File: config.mk
export PLATFORM = sky130hd
export DESIGN_NAME = low_power_mode_controller
export DESIGN_NICKNAME = d
export VERILOG_FILES = /design/src/inc/lpm_pkg.sv /design/src/rtl/low_power_mode_controller.sv
export SDC_FILE = /design/constraint.sdc
export NUM_CORES = 1
export LEC_CHECK = 0
export BUFFER_PORTS_ARGS = -buffer_cell sky130_fd_sc_hd__buf_2
export CAP_MARGIN = 10
export CORE_ASPECT_RATIO = 0.8
export CORE_MARGIN = 2
export CORE_UTILIZATION = 48
export CTS_CLUSTER_SIZE = 40
export DETAILED_ROUTE_END_ITERATION = 8
export PLACE_DENSITY_LB_ADDON = 0.25
export SLEW_MARGIN = 20
export SYNTH_ARGS = -nofsm -noshare
export SYNTH_HDL_FRONTEND = slang
export SYNTH_SLANG_ARGS = --single-unit
File: constraint.sdc
create_clock -name clk_i -period 2.92 [get_ports clk_i]
set_input_delay 0.438 -clock clk_i [delete_from_list [all_inputs] [get_ports clk_i]]
set_output_delay 0.438 -clock clk_i [all_outputs]
set_load 0.02 [all_outputs]
File: src/inc/lpm_pkg.sv
package lpm_pkg;

    // ****************************************
    // Sizes and reset values
    // ****************************************
    localparam int NUM_PERIPH = 8;
    localparam int NUM_EXT_LINES = 8;
    localparam logic [7:0] PCLK_EN_RST = 8'hFF;
    localparam logic [1:0] SYSCLK_DIV_RST = 2'h0;
    localparam logic [1:0] SYSCLK_SRC_HSI = 2'h0;
    localparam logic WDOG_RUN_RST = 1'h0;

    // ****************************************
    // Register map
    // ****************************************
    localparam logic [3:0] ADDR_CTRL = 4'h0;
    localparam logic [3:0] ADDR_PCLK = 4'h4;
    localparam logic [3:0] ADDR_STAT = 4'h8;
    localparam logic [3:0] ADDR_WDOG = 4'hC;
    localparam int CTRL_DEEP_SLEEP = 0;
    localparam int CTRL_SLEEP_AFTER = 1;
    localparam int CTRL_EV_ON_PEND = 2;
    localparam int CTRL_POWERDOWN_DEEPSLEEP_SELECT = 3;
    localparam int CTRL_LP_REG = 4;
    localparam int CTRL_DIV_LO = 5;
    localparam int CTRL_DIV_HI = 6;
    localparam int WDOG_START = 0;

    // ****************************************
    // Modes
    // ****************************************
    typedef enum logic [2:0] {
        MODE_RUN = 3'h0,
        MODE_SLEEP_IRQ = 3'h1,
        MODE_SLEEP_EVT = 3'h2,
        MODE_STOP_WAIT = 3'h3,
        MODE_STOP = 3'h4,
        MODE_STANDBY = 3'h5
    } mode_e;

    typedef enum logic [1:0] {
        STAT_RUN = 2'h0,
        STAT_SLEEP = 2'h1,
        STAT_STOP = 2'h2,
        STAT_STANDBY = 2'h3
    } stat_e;

    typedef struct packed {
        logic cpu_clk_en;
        logic [7:0] periph_clk_en;
        logic domain_clk_en;
        logic pll_en;
        logic hsi_en;
        logic hse_en;
        logic regulator_on;
        logic domain_power_on;
        logic io_hold;
        logic [1:0] sysclk_src;
        logic [1:0] sysclk_div;
    } clk_ctl_s;

    typedef struct packed {
        logic rtc_clock_enable;
        logic low_speed_xtal_on;
    } backup_ctl_s;

endpackage

File: src/rtl/low_power_mode_controller.sv
// The placing of the registers and the strobed register port are this design's own decisions.
`timescale 1ns/100ps
// Operation
// RL1: Reset starts in Run, all clocks on
// RL2: Sleep stops only the CPU clock
// RL3: Stop gates domain clocks, PLL, oscillators
// RL4: Standby powers off domain and regulator
// RL5: Wait instruction, no deep, no after: sleep
// RL6: Sleep-after-handler sleeps on last handler return
// RL7: After-handler via WAIT_FOR_INTERRUPT_INSTR only, irq exit, no latency
// RL8: Accepted interrupt wakes WAIT_FOR_INTERRUPT_INSTR sleep
// RL9: Any event wakes WAIT_FOR_EVENT_INSTR sleep
// RL10: Event-on-pending turns pending irq into event
// RL11: Event-mode external line wakes without pending
// RL12: Pins hold state in Sleep and Stop
// RL13: Stop is deep sleep plus clock gating
// RL14: Stop needs no pending flags, else ignored
// RL15: Flash programming postpones Stop entry
// RL16: APB transfer postpones Stop entry
// RL17: Watchdog once started runs until reset
// RL18: RTC and slow xtal follow backup control
// RL19: Standby exits on pin, alarm, reset, watchdog
// RL20: Standby wake resets like a reset
// RL21: Stop exit selects internal RC clock
// RL22: Run allows clock gating and slowing
// RL23: Mode status output
module low_power_mode_controller (
    input wire logic clk_i,
    input wire logic rst_b_i,
    input wire logic [3:0] addr_i,
    input wire logic [31:0] wdata_i,
    input wire logic wr_i,
    input wire logic rd_i,
    output logic [31:0] rdata_o,
    input wire logic wfi_i,
    input wire logic wfe_i,
    input wire logic handler_exit_i,
    input wire logic irq_accepted_i,
    input wire logic periph_irq_pend_i,
    input wire logic [7:0] ext_line_pend_i,
    input wire logic [7:0] ext_line_event_i,
    input wire logic rtc_alarm_flag_i,
    input wire logic rtc_alarm_i,
    input wire logic wakeup_pin_i,
    input wire logic ext_reset_pin_b_i,
    input wire logic wdog_reset_i,
    input wire logic wdog_hw_option_i,
    input wire logic flash_busy_i,
    input wire logic apb_busy_i,
    input wire lpm_pkg::backup_ctl_s backup_ctl_i,
    output lpm_pkg::clk_ctl_s clk_ctl_o,
    output lpm_pkg::backup_ctl_s backup_keep_o,
    output logic wdog_run_o,
    output logic wake_o,
    output logic standby_reset_o,
    output logic [1:0] mode_o
);

    // ****************************************
    // Input synchronisers
    // ****************************************
    logic [4:0] sync1_r;
    logic [4:0] sync2_r;
    logic [4:0] async_in;
    logic wakeup_pin_s;
    logic alarm_s;
    logic external_reset_pin_s;
    logic wdrst_s;
    logic hwopt_s;
    logic wakeup_pin_d_r;
    logic alarm_d_r;
    logic [4:0] sync1_nxt;
    logic [4:0] sync2_nxt;
    logic wakeup_pin_d_nxt;
    logic alarm_d_nxt;

    assign async_in = {wdog_hw_option_i, wdog_reset_i, ext_reset_pin_b_i, rtc_alarm_i, wakeup_pin_i};

    always_comb begin
        sync1_nxt = async_in;
        sync2_nxt = sync1_r;
        wakeup_pin_d_nxt = sync2_r[0];
        alarm_d_nxt = sync2_r[1];
    end

    always_ff @(posedge clk_i) begin
        if (!rst_b_i) begin
            sync1_r <= 5'h04;
            sync2_r <= 5'h04;
            wakeup_pin_d_r <= 1'h0;
            alarm_d_r <= 1'h0;
        end else begin
            sync1_r <= sync1_nxt;
            sync2_r <= sync2_nxt;
            wakeup_pin_d_r <= wakeup_pin_d_nxt;
            alarm_d_r <= alarm_d_nxt;
        end
    end

    assign wakeup_pin_s = sync2_r[0];
    assign alarm_s = sync2_r[1];
    assign external_reset_pin_s = sync2_r[2];
    assign wdrst_s = sync2_r[3];
    assign hwopt_s = sync2_r[4];

    // ****************************************
    // Register file
    // ****************************************
    logic [6:0] ctrl_r;
    logic [6:0] ctrl_nxt;
    logic [7:0] pclk_r;
    logic [7:0] pclk_nxt;
    logic wdog_r;
    logic wdog_nxt;
    logic [31:0] rdata_r;
    logic [31:0] rdata_nxt;
    lpm_pkg::mode_e mode_r;
    lpm_pkg::mode_e mode_nxt;
    logic after_r;
    logic after_nxt;
    lpm_pkg::stat_e stat;

    function automatic lpm_pkg::stat_e stat_of(input lpm_pkg::mode_e m);
        unique case (m)
            lpm_pkg::MODE_RUN: stat_of = lpm_pkg::STAT_RUN;
            lpm_pkg::MODE_STOP_WAIT: stat_of = lpm_pkg::STAT_RUN;
            lpm_pkg::MODE_SLEEP_IRQ: stat_of = lpm_pkg::STAT_SLEEP;
            lpm_pkg::MODE_SLEEP_EVT: stat_of = lpm_pkg::STAT_SLEEP;
            lpm_pkg::MODE_STOP: stat_of = lpm_pkg::STAT_STOP;
            default: stat_of = lpm_pkg::STAT_STANDBY;
        endcase
    endfunction

    assign stat = stat_of(mode_r);

    always_comb begin
        ctrl_nxt = ctrl_r;
        pclk_nxt = pclk_r;
        if (wr_i) begin
            unique case (addr_i)
                lpm_pkg::ADDR_CTRL: ctrl_nxt = wdata_i[6:0];
                lpm_pkg::ADDR_PCLK: pclk_nxt = wdata_i[7:0]; // RL22
                default: ;
            endcase
        end
    end

    always_ff @(posedge clk_i) begin
        if (!rst_b_i) begin
            ctrl_r <= 7'h00;
            pclk_r <= lpm_pkg::PCLK_EN_RST;
        end else begin
            ctrl_r <= ctrl_nxt;
            pclk_r <= pclk_nxt;
        end
    end

    // ****************************************
    // Read data
    // ****************************************
    always_comb begin
        rdata_nxt = 32'h0;
        if (rd_i) begin
            unique case (addr_i)
                lpm_pkg::ADDR_CTRL: rdata_nxt = {25'h0, ctrl_r};
                lpm_pkg::ADDR_PCLK: rdata_nxt = {24'h0, pclk_r};
                lpm_pkg::ADDR_STAT: rdata_nxt = {27'h0, mode_r, stat};
                lpm_pkg::ADDR_WDOG: rdata_nxt = {31'h0, wdog_r};
                default: rdata_nxt = 32'h0;
            endcase
        end
    end

    always_ff @(posedge clk_i) begin
        if (!rst_b_i) begin
            rdata_r <= 32'h0;
        end else begin
            rdata_r <= rdata_nxt;
        end
    end

    // ****************************************
    // Watchdog run flag
    // ****************************************
    always_comb begin
        wdog_nxt = wdog_r | hwopt_s; // RL17
        if (wr_i && (addr_i == lpm_pkg::ADDR_WDOG)) begin
            wdog_nxt = wdog_r | hwopt_s | wdata_i[lpm_pkg::WDOG_START]; // RL17
        end
    end

    always_ff @(posedge clk_i) begin
        if (!rst_b_i) begin
            wdog_r <= lpm_pkg::WDOG_RUN_RST;
        end else begin
            wdog_r <= wdog_nxt;
        end
    end

    // ****************************************
    // Mode sequencer
    // ****************************************
    logic deep;
    logic after_h;
    logic ev_pend;
    logic powerdown_deepsleep_select;
    logic flags_pend;
    logic wfe_wake;
    logic stop_block;
    logic standby_wake;
    logic wake_nxt;
    logic sbrst_nxt;
    logic [1:0] src_r;
    logic [1:0] src_nxt;

    assign deep = ctrl_r[lpm_pkg::CTRL_DEEP_SLEEP];
    assign after_h = ctrl_r[lpm_pkg::CTRL_SLEEP_AFTER];
    assign ev_pend = ctrl_r[lpm_pkg::CTRL_EV_ON_PEND];
    assign powerdown_deepsleep_select = ctrl_r[lpm_pkg::CTRL_POWERDOWN_DEEPSLEEP_SELECT];
    assign flags_pend = (|ext_line_pend_i) | periph_irq_pend_i | rtc_alarm_flag_i; // RL14
    assign wfe_wake = (|ext_line_event_i) | (ev_pend & periph_irq_pend_i); // RL10 RL11
    assign stop_block = flash_busy_i | apb_busy_i; // RL15 RL16
    assign standby_wake = (wakeup_pin_s & ~wakeup_pin_d_r) | (alarm_s & ~alarm_d_r) | ~external_reset_pin_s | wdrst_s; // RL19

    always_comb begin
        mode_nxt = mode_r;
        after_nxt = after_r;
        src_nxt = src_r;
        wake_nxt = 1'h0;
        sbrst_nxt = 1'h0;
        unique case (mode_r)
            lpm_pkg::MODE_RUN: begin
                if ((wfi_i | wfe_i) & ~deep & ~after_h) begin
                    mode_nxt = wfi_i ? lpm_pkg::MODE_SLEEP_IRQ : lpm_pkg::MODE_SLEEP_EVT; // RL5
                    after_nxt = 1'h0;
                end else if (handler_exit_i & after_h & ~deep) begin
                    mode_nxt = lpm_pkg::MODE_SLEEP_IRQ; // RL6 RL7
                    after_nxt = 1'h1;
                end else if ((wfi_i | wfe_i) & deep & ~flags_pend) begin // RL14
                    if (powerdown_deepsleep_select) begin
                        mode_nxt = lpm_pkg::MODE_STANDBY;
                    end else begin
                        mode_nxt = lpm_pkg::MODE_STOP_WAIT; // RL13
                    end
                    after_nxt = wfe_i & ~wfi_i;
                end
            end
            lpm_pkg::MODE_SLEEP_IRQ: begin
                if (irq_accepted_i) begin // RL8 RL7
                    mode_nxt = lpm_pkg::MODE_RUN;
                    wake_nxt = 1'h1;
                end
            end
            lpm_pkg::MODE_SLEEP_EVT: begin
                if (wfe_wake) begin // RL9
                    mode_nxt = lpm_pkg::MODE_RUN;
                    wake_nxt = 1'h1;
                end
            end
            lpm_pkg::MODE_STOP_WAIT: begin
                if (!stop_block) begin // RL15 RL16
                    mode_nxt = lpm_pkg::MODE_STOP;
                end
            end
            lpm_pkg::MODE_STOP: begin
                if ((after_r & wfe_wake) | (~after_r & (irq_accepted_i | (|ext_line_pend_i)))) begin
                    mode_nxt = lpm_pkg::MODE_RUN;
                    src_nxt = lpm_pkg::SYSCLK_SRC_HSI; // RL21
                    wake_nxt = 1'h1;
                end
            end
            lpm_pkg::MODE_STANDBY: begin
                if (standby_wake) begin
                    sbrst_nxt = 1'h1; // RL20
                end
            end
            default: mode_nxt = lpm_pkg::MODE_RUN;
        endcase
    end

    always_ff @(posedge clk_i) begin
        if (!rst_b_i) begin
            mode_r <= lpm_pkg::MODE_RUN; // RL1
            after_r <= 1'h0;
            src_r <= lpm_pkg::SYSCLK_SRC_HSI;
            wake_o <= 1'h0;
            standby_reset_o <= 1'h0;
        end else begin
            mode_r <= mode_nxt;
            after_r <= after_nxt;
            src_r <= src_nxt;
            wake_o <= wake_nxt;
            standby_reset_o <= sbrst_nxt;
        end
    end

    // ****************************************
    // Mode decoders
    // ****************************************
    function automatic logic clocks_low(input lpm_pkg::mode_e m);
        unique case (m)
            lpm_pkg::MODE_STOP: clocks_low = 1'h1;
            lpm_pkg::MODE_STANDBY: clocks_low = 1'h1;
            default: clocks_low = 1'h0;
        endcase
    endfunction

    function automatic logic power_off(input lpm_pkg::mode_e m);
        unique case (m)
            lpm_pkg::MODE_STANDBY: power_off = 1'h1;
            default: power_off = 1'h0;
        endcase
    endfunction

    function automatic logic cpu_clock_on(input lpm_pkg::mode_e m);
        unique case (m)
            lpm_pkg::MODE_RUN: cpu_clock_on = 1'h1;
            lpm_pkg::MODE_STOP_WAIT: cpu_clock_on = 1'h1;
            default: cpu_clock_on = 1'h0;
        endcase
    endfunction

    function automatic logic pins_held(input lpm_pkg::mode_e m);
        unique case (m)
            lpm_pkg::MODE_RUN: pins_held = 1'h0;
            lpm_pkg::MODE_STANDBY: pins_held = 1'h0;
            default: pins_held = 1'h1;
        endcase
    endfunction

    // ****************************************
    // Clock, power and status outputs
    // ****************************************
    lpm_pkg::clk_ctl_s clk_nxt;
    logic low_clk;
    logic off;

    assign low_clk = clocks_low(mode_nxt);
    assign off = power_off(mode_nxt);

    always_comb begin
        clk_nxt.cpu_clk_en = cpu_clock_on(mode_nxt); // RL2
        clk_nxt.periph_clk_en = low_clk ? 8'h00 : pclk_nxt; // RL3 RL22
        clk_nxt.domain_clk_en = ~low_clk; // RL3
        clk_nxt.pll_en = ~low_clk;
        clk_nxt.hsi_en = ~low_clk;
        clk_nxt.hse_en = ~low_clk;
        clk_nxt.regulator_on = ~off; // RL4
        clk_nxt.domain_power_on = ~off; // RL4
        clk_nxt.io_hold = pins_held(mode_nxt); // RL12
        clk_nxt.sysclk_src = src_nxt;
        clk_nxt.sysclk_div = ctrl_nxt[lpm_pkg::CTRL_DIV_HI:lpm_pkg::CTRL_DIV_LO]; // RL22
    end

    always_ff @(posedge clk_i) begin
        if (!rst_b_i) begin
            clk_ctl_o <= {1'h1, lpm_pkg::PCLK_EN_RST, 6'h3F, 1'h0, lpm_pkg::SYSCLK_SRC_HSI, lpm_pkg::SYSCLK_DIV_RST};
            backup_keep_o <= 2'h0;
            wdog_run_o <= lpm_pkg::WDOG_RUN_RST;
            mode_o <= lpm_pkg::STAT_RUN;
        end else begin
            clk_ctl_o <= clk_nxt;
            backup_keep_o <= backup_ctl_i; // RL18
            wdog_run_o <= wdog_nxt; // RL17
            mode_o <= stat_of(mode_nxt); // RL23
        end
    end

    assign rdata_o = rdata_r;

endmodule

==> results.py <==
metrics = {
    "drt": {
        "antenna_left": 0,
        "drc": 0,
        "dr.pass1.iters": 4,
        "vias": 1934,
        "wl_per_cell_um": 12.63,
        "viasPerCell": 4.872,
        "first_iter_violations": 81,
        "drt_wl_total_um": 5014,
    },
    "min_path": {
        "min_from": "ext_reset_pin_b_i",
        "min_path_type": "in -> reg",
        "hold_end": "sync1_r[2]",
        "hold_depth": 2,
    },
    "setup_path": {
        "cp.depth": 5,
        "cp_top_family": "simple AND/OR/NAND/NOR gates",
        "startpoint_type": "register",
        "worstSetupPathType": "reg -> reg",
        "cp_max_fo": 12,
        "arrival_ps": 2340,
        "r2r_slack_ps": 780,
        "cp_cell_sequence": "or4b_2 > nor4_1 > a311o_1 > o21a_1 > a21oi_1",
        "r2r-start": "mode_r[2]",
        "critPathMaxStageDelay_ps": 610,
        "critPathRequiredTime_ps": 3120,
        "timing.critical_path.buf_inv": 0,
        "r2r-end": "clk_ctl_o[14]",
        "cp-end-kind": "register",
        "worst-r2r-cell-count": 5,
        "critPathSlowestCell": "or4b_2",
    },
    "grt": {
        "grt_pass1_vias": 1610,
        "grt.total_usage_pct": 17.67,
        "grt_overflow": 0,
        "grt_max_degree": 45,
        "grt_pass1_wl_um": 7679,
        "antenna_found_initial": 0,
    },
    "sta": {
        "slew_headroom_pct": 59.64,
        "drv_slew": 0,
        "fin_ws_ps": 780.8,
        "clock.fmax_ghz": 0.4675,
        "hold_slack_ps": 283.1,
        "fin_tns_setup_ps": 0,
        "rsz0062_at_grt": "no",
        "finalCritPeriodShare_pct": 73.26,
        "fin_skew_ps": 5.732,
        "worst_pin_slew_ps": 600.9,
        "hold_violations": 0,
        "post-route-min-period_ps": 2139,
        "setup_violations": 0,
    },
    "synth": {
        "yosysMostFrequentCell": "dfxtp_1",
        "yosysWarningCount": 0,
        "synth_area_leaders": "dfxtp_1 (46%), buf_4 (9.8%), mux2i_1 (8.3%), and2_1 (3.2%), a21oi_1 (3.0%)",
        "synth_ff_type": "dfxtp_1",
        "synth-edff-count": 0,
        "synth_top_cell_by_area": "dfxtp_1",
        "synth_top_area_share_pct": 46.03,
        "synthesis.area_per_instance_um2": 9.702,
        "syn_inst": 260,
        "synth.distinct_cells": 48,
        "ys_async_sr_fraction_pct": 0,
        "syn_area_um2": 2522,
        "seq_area_frac_synth_pct": 46.03,
        "synth_common_cells": "dfxtp_1 (58), buf_4 (33), mux2i_1 (21), nand2_1 (16), a21oi_1 (15)",
        "ys_ff_latch": 58,
    },
    "clocking": {
        "cts_tree": "done",
        "insertion_delay_ps": 330,
        "path_clk_slew_ps": 60,
        "cts-resized-gates": 0,
        "cts_setup_buffers": 0,
        "htreeDepth": 3,
        "cts_sinks": 58,
        "numCtsBuffers": 9,
        "root_buffer": "clkbuf_8",
        "ctsHoldBuffers": 0,
        "clockBufferDepth": 2,
    },
    "final_layout": {
        "finalCoreUtilization_pct": 59.63,
        "drive_gt1_share_pct": 31.94,
        "finalNonFillerCells": 397,
        "antenna_cells": 0,
        "syn2layout_area_growth_pct": 19.05,
        "design_area_um2": 3003,
        "nets": 402,
        "fill_cells": 459,
    },
    "placement": {
        "dp.cells": 382,
        "routabilityCongestion": 0.7870,
        "port_buffers": 79,
        "post_dp_cell_area_um2": 2786,
        "hpwl_um": 3690,
        "dp_slack_ps": 539.8,
    },
    "floorplan": {
        "die-area_um2": 5855,
        "start_util_pct": 50.09,
        "io_pins": 130,
        "core_um2": 5036,
        "die_y_um": 68.84,
        "rows": 23,
        "die_x_um": 85.05,
    },
    "job": {
        "maxCapViolCount": 0,
    },
    "power": {
        "clockPowerShare_pct": 44.2,
        "power_mw": 1.808,
        "pwr-share-seq_pct": 45.7,
        "power_density_nw_per_um2": 602.1,
        "switching_power_mw": 0.4251,
        "p_leak_nw": 1.350,
        "max-vdd-ir-drop_v": 0.0003724,
        "intPower_mw": 1.383,
        "p_sw_share_pct": 23.51,
        "comb_power_share_pct": 10.1,
    },
    "outcome": {
        "status": "finished clean",
    },
}
-- cell type report --
class | count | area (um2) | area share (%)
inverter | 4 | 15.01 | 0.5000
clock buffer | 10 | 137.6 | 4.583
multi-input combinational | 178 | 1130 | 37.62
sequential | 58 | 1161 | 38.67
timing repair buffer | 80 | 402.9 | 13.42
tap | 62 | 77.57 | 2.583
clock inverter | 5 | 78.83 | 2.625
-- flip-flops by register name, summed over array words and instances (netlist names) --
name / cells
sync2_r: 5
wdog_run_o: 1
wake_o: 1
clk_ctl_o: 12
mode_r: 3
ctrl_r: 7
backup_keep_o: 2
wakeup_pin_d_r: 1
alarm_d_r: 1
pclk_r: 8
rdata_o: 8
after_r: 1
sync1_r: 5
mode_o: 2
standby_reset_o: 1
-- placed cells by master (no fill, tap or decap), types with 2 or more instances in the layout --
cell and count:
o21a_1 5, nand3_1 2, dfxtp_1 58, nand3b_1 3
o21ai_0 2, a211oi_1 3, and3_1 3, nor2_1 11
clkinv_2 2, buf_2 79, a21boi_0 2, mux2i_1 21
conb_1 26, a21oi_1 15, nor3b_1 3, or2_2 2
clkbuf_8 10, bufinv_16 2, nand2_1 16, nor4_1 6
nor3_1 5, and2_1 13, inv_1 4, or4_4 3
nor2b_1 9, nand2b_1 6
-- cells by family after synthesis --
family	count (synthesis)	share of synthesized area [%]
compound gates	40	11.11
buf+inv	49	12.90
flops	58	46.03
mux	21	8.333
other cells	1	0.1487
simple gates	91	21.48
-- how the worst max path moves through the flow --
stage	from	endpoint
2_1_floorplan	ext_line_pend_i[5]	mode_o[0]
3_5_place_dp	ext_line_pend_i[5]	clk_ctl_o[15]
3_3_place_gp	ext_line_pend_i[5]	clk_ctl_o[14]
4_1_cts	mode_r[2]	clk_ctl_o[14]
6_report	mode_r[2]	clk_ctl_o[14]
5_1_grt	mode_r[2]	clk_ctl_o[18]
-- power groups by stage --
stage	combinational, mW	sequential, mW	clock, mW
floorplan	0.139	0.854	0
global placement	0.180	0.844	0
detailed placement	0.182	0.845	0
CTS	0.182	0.827	0.823
global route	0.200	0.830	0.868
finish	0.182	0.827	0.799
-- metal layers --
layer  GRT usage [%]  wire, um  vias to the layer above
met5               0         0                        -
met4           6.944        35                        0
met3           9.167       466                        4
met2           24.71      2116                       86
met1           23.00      2396                      860
li1                -         -                      984
Note: power is estimated with default switching activity, not from simulation.
